--- src/awt_params.svh ---
/*
 * Offsets, field positions, reset values and memory kind codes of the
 * area 0 static bus wait timing block.
 * Assumes it is included by bare name inside the design file.
 */
// Notes on behaviour
// - wait control layout follows area memory kind
// - setup field delays strobe 0.5 to 3.5 cycles
// - wait field inserts 0-6,8,10,12,14,18,24 cycles
// - reset: wait field 1010, others zero
// - mask bit ignores external wait, even zero waits
// - hold field keeps select 0.5 to 3.5 cycles
// - reserved bits read zero, software writes zero
// - layout valid for normal space and byte-select sram
`ifndef AWT_PARAMS_SVH
`define AWT_PARAMS_SVH

`define AWT_BCR_OFF 8'h00
`define AWT_WCR_OFF 8'h04

`define AWT_KIND_HI 15
`define AWT_KIND_LO 12
`define AWT_SETUP_HI 12
`define AWT_SETUP_LO 11
`define AWT_WAIT_HI 10
`define AWT_WAIT_LO 7
`define AWT_WM_BIT 6
`define AWT_HOLD_HI 1
`define AWT_HOLD_LO 0

`define AWT_KIND_RST 4'h0
`define AWT_SETUP_RST 2'h0
`define AWT_WAIT_RST 4'hA
`define AWT_WM_RST 1'b0
`define AWT_HOLD_RST 2'h0

`define AWT_KIND_NORMAL 4'h0
`define AWT_KIND_BSRAM 4'h3

`endif

--- src/awt_pkg.sv ---
/*
 * Types of the area 0 static bus wait timing block.
 * Assumes nothing beyond a SystemVerilog compiler.
 */
`default_nettype none

package awt_pkg;
	// access phases, gray along idle-setup-strobe-hold
	typedef enum logic [1:0] {
		st_idle = 2'h0,
		st_setup = 2'h1,
		st_strobe = 2'h3,
		st_hold = 2'h2
	} awt_state_t;

	typedef logic [3:0] awt_kind_t;
endpackage : awt_pkg

`default_nettype wire

--- src/awt_ctrl.sv ---
/*
 * Area 0 static bus wait timing: bus control and wait control registers
 * and the strobe sequencer for normal space and byte-select sram.
 * Assumes one 200 MHz clock; one bus cycle is two clock periods, so a
 * half cycle is one clock. Address and data pins live elsewhere.
 */
`timescale 1ns/10ps
`default_nettype none

`include "awt_params.svh"

module awt_ctrl (
	// clock and reset
	input wire logic clock,
	input wire logic arst_n,
	// register port
	input wire logic [7:0] reg_addr,
	input wire logic [31:0] reg_wdata,
	input wire logic reg_wr,
	input wire logic reg_rd,
	output logic [31:0] reg_rdata,
	// access request
	input wire logic acc_req,
	input wire logic acc_write,
	output logic acc_busy,
	output logic acc_done,
	output logic acc_err,
	output var awt_pkg::awt_state_t acc_phase,
	// memory pins
	output logic area_chip_select_n,
	output logic rd_n,
	output logic we_n,
	input wire logic ext_wait_n
);
	import awt_pkg::*;

	awt_kind_t kind_reg, kind_next;
	logic [1:0] setup_reg, setup_next;
	logic [3:0] wait_reg, wait_next;
	logic wm_reg, wm_next;
	logic [1:0] hold_reg, hold_next;
	logic [31:0] rdata_reg, rdata_next;
	logic [31:0] wcr_view;
	logic kind_static;

	awt_state_t state_reg, state_next;
	logic [5:0] cnt_reg, cnt_next;
	logic cs_n_reg, cs_n_next;
	logic rd_n_reg, rd_n_next;
	logic we_n_reg, we_n_next;
	logic wr_reg, wr_next;
	logic busy_reg, busy_next;
	logic done_reg, done_next;
	logic err_reg, err_next;
	logic [4:0] wait_cyc;

	logic wait_s1_reg, wait_s2_reg;
	logic wait_on;

	// wait code to cycles; reserved codes fall back to the longest
	function automatic logic [4:0] wait_cycles(input logic [3:0] code);
		logic [4:0] cyc;
		cyc = {1'b0, code};
		case (code)
			4'h7: cyc = 5'h08;
			4'h8: cyc = 5'h0A;
			4'h9: cyc = 5'h0C;
			4'hA: cyc = 5'h0E;
			4'hB: cyc = 5'h12;
			4'hC, 4'hD, 4'hE, 4'hF: cyc = 5'h18;
			default: cyc = {1'b0, code};
		endcase
		return cyc;
	endfunction : wait_cycles

	assign kind_static = (kind_reg == `AWT_KIND_NORMAL) || (kind_reg == `AWT_KIND_BSRAM);
	assign wcr_view = {19'h0, setup_reg, wait_reg, wm_reg, 4'h0, hold_reg};
	assign wait_cyc = wait_cycles(wait_reg);

	// register file
	always_comb begin
		kind_next = kind_reg;
		setup_next = setup_reg;
		wait_next = wait_reg;
		wm_next = wm_reg;
		hold_next = hold_reg;
		rdata_next = 32'h0;
		if (reg_wr && reg_addr == `AWT_BCR_OFF) begin
			kind_next = reg_wdata[`AWT_KIND_HI:`AWT_KIND_LO];
		end
		// other kinds use layouts this block does not hold
		if (reg_wr && reg_addr == `AWT_WCR_OFF && kind_static) begin
			setup_next = reg_wdata[`AWT_SETUP_HI:`AWT_SETUP_LO];
			wait_next = reg_wdata[`AWT_WAIT_HI:`AWT_WAIT_LO];
			wm_next = reg_wdata[`AWT_WM_BIT];
			hold_next = reg_wdata[`AWT_HOLD_HI:`AWT_HOLD_LO];
		end
		if (reg_rd) begin
			case (reg_addr)
				`AWT_BCR_OFF: rdata_next[`AWT_KIND_HI:`AWT_KIND_LO] = kind_reg;
				`AWT_WCR_OFF: rdata_next = kind_static ? wcr_view : 32'h0;
				default: rdata_next = 32'h0;
			endcase
		end
	end

	always_ff @(posedge clock or negedge arst_n) begin
		if (!arst_n) begin
			kind_reg <= `AWT_KIND_RST;
			setup_reg <= `AWT_SETUP_RST;
			wait_reg <= `AWT_WAIT_RST;
			wm_reg <= `AWT_WM_RST;
			hold_reg <= `AWT_HOLD_RST;
			rdata_reg <= 32'h0;
		end else begin
			kind_reg <= kind_next;
			setup_reg <= setup_next;
			wait_reg <= wait_next;
			wm_reg <= wm_next;
			hold_reg <= hold_next;
			rdata_reg <= rdata_next;
		end
	end

	// external wait pin synchroniser
	always_ff @(posedge clock or negedge arst_n) begin
		if (!arst_n) begin
			wait_s1_reg <= 1'b1;
			wait_s2_reg <= 1'b1;
		end else begin
			wait_s1_reg <= ext_wait_n;
			wait_s2_reg <= wait_s1_reg;
		end
	end

	assign wait_on = !wm_reg && !wait_s2_reg;

	// strobe sequencer, counts in half cycles
	always_comb begin
		state_next = state_reg;
		cnt_next = cnt_reg;
		cs_n_next = cs_n_reg;
		rd_n_next = rd_n_reg;
		we_n_next = we_n_reg;
		wr_next = wr_reg;
		done_next = 1'b0;
		err_next = 1'b0;
		case (state_reg)
			st_idle: begin
				if (acc_req && kind_static) begin
					state_next = st_setup;
					cnt_next = {3'h0, setup_reg, 1'b0};
					cs_n_next = 1'b0;
					wr_next = acc_write;
				end else if (acc_req) begin
					err_next = 1'b1;
				end
			end
			st_setup: begin
				if (cnt_reg == 6'h00) begin
					state_next = st_strobe;
					cnt_next = {wait_cyc, 1'b1};
					rd_n_next = wr_reg;
					we_n_next = !wr_reg;
				end else begin
					cnt_next = cnt_reg - 6'h01;
				end
			end
			st_strobe: begin
				if (cnt_reg != 6'h00) begin
					cnt_next = cnt_reg - 6'h01;
				end else if (!wait_on) begin
					state_next = st_hold;
					cnt_next = {3'h0, hold_reg, 1'b0};
					rd_n_next = 1'b1;
					we_n_next = 1'b1;
				end
			end
			st_hold: begin
				if (cnt_reg == 6'h00) begin
					state_next = st_idle;
					cs_n_next = 1'b1;
					done_next = 1'b1;
				end else begin
					cnt_next = cnt_reg - 6'h01;
				end
			end
			default: begin
				state_next = st_idle;
				cnt_next = 6'h00;
				cs_n_next = 1'b1;
				rd_n_next = 1'b1;
				we_n_next = 1'b1;
			end
		endcase
		busy_next = (state_next != st_idle);
	end

	always_ff @(posedge clock or negedge arst_n) begin
		if (!arst_n) begin
			state_reg <= st_idle;
			cnt_reg <= 6'h00;
			cs_n_reg <= 1'b1;
			rd_n_reg <= 1'b1;
			we_n_reg <= 1'b1;
			wr_reg <= 1'b0;
			busy_reg <= 1'b0;
			done_reg <= 1'b0;
			err_reg <= 1'b0;
		end else begin
			state_reg <= state_next;
			cnt_reg <= cnt_next;
			cs_n_reg <= cs_n_next;
			rd_n_reg <= rd_n_next;
			we_n_reg <= we_n_next;
			wr_reg <= wr_next;
			busy_reg <= busy_next;
			done_reg <= done_next;
			err_reg <= err_next;
		end
	end

	assign reg_rdata = rdata_reg;
	assign acc_busy = busy_reg;
	assign acc_done = done_reg;
	assign acc_err = err_reg;
	assign acc_phase = state_reg;
	assign area_chip_select_n = cs_n_reg;
	assign rd_n = rd_n_reg;
	assign we_n = we_n_reg;

	// phase length counters and write tracker for the checks
	logic [6:0] chk_setup_cnt, chk_strobe_cnt, chk_hold_cnt;
	logic chk_written;
	logic strobe_any;

	assign strobe_any = !rd_n_reg || !we_n_reg;

	always_ff @(posedge clock or negedge arst_n) begin
		if (!arst_n) begin
			chk_setup_cnt <= 7'h00;
			chk_strobe_cnt <= 7'h00;
			chk_hold_cnt <= 7'h00;
			chk_written <= 1'b0;
		end else begin
			chk_setup_cnt <= (state_reg == st_setup) ? chk_setup_cnt + 7'h01 : 7'h00;
			chk_strobe_cnt <= (state_reg == st_strobe) ? chk_strobe_cnt + 7'h01 : 7'h00;
			chk_hold_cnt <= (state_reg == st_hold) ? chk_hold_cnt + 7'h01 : 7'h00;
			if (reg_wr && reg_addr == `AWT_WCR_OFF) begin
				chk_written <= 1'b1;
			end
		end
	end
endmodule : awt_ctrl

`default_nettype wire

--- config.mk ---
export PLATFORM = sky130hd
export DESIGN_NAME = awt_ctrl
export DESIGN_NICKNAME = d
export VERILOG_FILES = /design/src/awt_pkg.sv /design/src/awt_ctrl.sv
export VERILOG_INCLUDE_DIRS = /design/src
export SDC_FILE = /design/constraint.sdc
export NUM_CORES = 1
export LEC_CHECK = 0
export BUFFER_PORTS_ARGS = -buffer_cell sky130_fd_sc_hd__buf_2
export CAP_MARGIN = 30
export CORE_AREA = 2 2 101 54
export CTS_BUF_LIST = sky130_fd_sc_hd__clkbuf_8
export DETAILED_ROUTE_END_ITERATION = 10
export DIE_AREA = 0 0 103 56
export GPL_TIMING_DRIVEN = 1
export PLACE_DENSITY = 0.76
export REMOVE_ABC_BUFFERS = 1
export SLEW_MARGIN = 0
export SYNTH_ARGS = -nofsm -noshare
export SYNTH_HDL_FRONTEND = slang
export SYNTH_SLANG_ARGS = --single-unit
--- constraint.sdc ---
create_clock -name clock -period 2.39 [get_ports clock]
set_input_delay 0.239 -clock clock [delete_from_list [all_inputs] [get_ports clock]]
set_output_delay 0.239 -clock clock [all_outputs]
set_load 0.03 [all_outputs]
==> flow_summary.ini <==
[yosys]
synth-seq-cells = 42
yosysUniqueCellTypes = 52
synth_area_per_cell_um2 = 11.0
synth_edf_count = 0
synthFlopType = dfrtp_1
ys_warn_count = 0
async_flop_share_pct = 100
synth_cells = 188
yosysSeqAreaShare_pct = 51.1
syn_area_mm2 = 0.00207

[timing]
hold_slack_ns = 0.0364
slew-limit-headroom_pct = 65.2
hold_violations = 0
rsz0062_at_grt = false
fin_crit_ns = 1.91
finalCritPeriodShare_pct = 80.0
slew_violations = 0
setup-tns-final_ns = 0
tightest_slew_ns = 0.521
finalSetupViolations = 0
fin_worst_skew_ns = 0.00947
fmax_mhz = 523

[pwr]
cell_internal_pwr_mw = 1.43
ir_drop_v = 0.000315
combPwrFrac_pct = 37.0
leakage_nw = 1.19
pwr-share-clk_pct = 20.4
sequentialPowerShare_pct = 42.6
p_sw_mw = 0.924
power_density_mw_per_mm2 = 974
p_sw_share_pct = 39.3

[critical_path]
worstRegToRegCells = 6
start_kind = flop
r2r-end = cnt_reg[1]
crit_family = simple AND/OR/NAND/NOR gates
critPathSlowestCell = dfrtp_1
critPathMaxStageDelay_ns = 0.40
path_class = reg -> reg
path_buf_inv = 1
crit_chain = inv_1 > ha_1 > nor4b_4 > o2111ai_1 > and2_1 > o32ai_1
critPathArrivalTime_ns = 2.10
cp.required_ns = 2.57
reg2reg_from = cnt_reg[0]
r2r_setup_slack_ns = 0.48
worstPathMaxFanout = 6
end_kind = flop

[place]
routabilityCongestion = 0.973
dp_hpwl_mm = 3.38
portBuffers = 46

[detailed_routing]
firstDrtPassIters = 4
vias = 1565
vias_per_cell = 5.06
drc = 0
wl_mm = 4.50
first_iter_violations = 80
antenna_left = 0
avgRoutedWirePerCell_um = 14.6

[die]
start_util_pct = 43.0
die_h_um = 56
rows = 18
die_area_mm2 = 0.00577
core-area_mm2 = 0.00482
die_w_um = 103
pin_count = 87

[min_path]
hold_depth = 1
hold_end = wait_s1_reg
hp-start = ext_wait_n
min_path_type = in -> reg

[clock_tree]
cts_setup_buffers = 0
clockRootBuffer = clkbuf_8
clk_path_buf_depth = 2
clk_latency_ns = 0.29
h-tree-depth = 2
numClockSinks = 42
ctsResizeCount = 0
cts_tree = built
hold_buffers = 0
cts_made_buffers = 5
clk_pin_slew_worst_paths_ns = 0.09

[global_route]
grt_pass1_wl_mm = 7.50
gr-total-overflow = 0
antenna_found_initial = 0
grt_use_total_pct = 17.0
grt_pass1_vias = 1520
grt_max_degree = 43

[finish]
final_nets = 286
syn_to_final_growth_pct = 16.4
antenna_cells = 0
final_util_pct = 50.1
drive_above_1_share_pct = 36.4
largest_reg_flops = 12
fill_cells = 440

[outcome]
status = finished clean

[flow_run]
maxCapViolCount = 0
-- power groups by stage --
stage / clock, mW / combinational [mW] / sequential, mW
floorplan: 0 / 0.526 / 1.08
global placement: 0 / 0.832 / 1.00
detailed placement: 0 / 0.853 / 1.01
CTS: 0.482 / 0.857 / 0.998
global route: 0.523 / 0.964 / 1.02
finish: 0.479 / 0.869 / 1.00
-- synthesized netlist by cell type, types with 7 or more instances --
master	number	area, um2
and2_1	12	75.1
nand2_1	7	26.3
buf_4	21	158
o21ai_0	7	35.0
nor3_1	7	35.0
mux2_2	13	146
dfstp_2	7	184
a21oi_1	8	40.0
inv_1	7	26.3
nand3_1	7	35.0
dfrtp_1	35	876
nor2_1	8	30.0
-- kinds of logic (layout without fill, tap and decap cells) --
group / after synthesis / count (layout) / synth area share [%]
xor gates and xnor gates: 2 / 2 / 0.845
buffers and inverters: 34 / 66 / 10.8
muxes: 14 / 14 / 7.54
other: 1 / 20 / 0.181
and+or+nand+nor: 53 / 53 / 14.5
AOI/OAI and AO/OA: 41 / 41 / 14.4
DFF: 42 / 42 / 51.1
adders and majority gates: 1 / 1 / 0.603
-- worst register-to-register path, stage by stage (launching register included) --
cell	delay, ns
dfrtp_1	0.40
inv_1	0.10
ha_1	0.25
nor4b_4	0.36
o2111ai_1	0.26
and2_1	0.29
o32ai_1	0.15
-- cell type report --
| cell class | count | area, um2 | share of cell area (%) |
|---|---|---|---|
| inverter | 7 | 26.3 | 1.09 |
| timing repair buffer | 51 | 283 | 11.7 |
| sequential | 42 | 1060 | 43.9 |
| clock inverter | 2 | 12.5 | 0.519 |
| multi-input combinational | 131 | 861 | 35.7 |
| clock buffer | 6 | 82.6 | 3.42 |
| tap | 70 | 87.6 | 3.63 |
-- per-layer routing --
layer	vias to the layer above	global-route usage, %	wire, um
met5	-	0	0
li1	732	-	-
met2	56	26.1	2240
met3	5	4.15	263
met4	0	5.45	25
met1	772	23.7	1980
-- how the worst max path moves through the flow --
stage                     cells past startpoint  startpoint         end
after floorplan                               6  cnt_reg[0]  cnt_reg[3]
after detailed placement                      6  cnt_reg[0]  cnt_reg[0]
after global routing                          6  cnt_reg[0]  cnt_reg[1]
after global placement                        6  cnt_reg[0]  cnt_reg[0]
after CTS                                     6  cnt_reg[0]  cnt_reg[0]
final                                         6  cnt_reg[0]  cnt_reg[1]
-- layout by cell type, fill, tap and decap left out, types with 2 or more instances in the layout --
cell type	count
nor3_1	7
o31ai_1	3
nand2_1	7
nand3_1	7
o21ai_0	7
a21oi_1	8
mux2_2	13
or2_2	2
inv_1	7
buf_2	46
clkbuf_8	6
conb_1	20
xnor2_1	2
o211ai_1	3
dfstp_2	7
dfrtp_1	35
buf_4	3
nor2_1	8
and2_1	12
-- per-stage QoR --
stage          instance area, um2  worst slack, ns  std cells  power (mW)
6_report                     2410            0.478        309        2.35
5_1_grt                      2410            0.275        309        2.51
4_1_cts                      2380            0.499        307        2.34
3_5_place_dp                 2290            0.503        299        1.86
3_3_place_gp                 2290            0.555        299        1.83
2_1_floorplan                1950            0.629        180        1.61
Power figures use the tool's default switching activity.
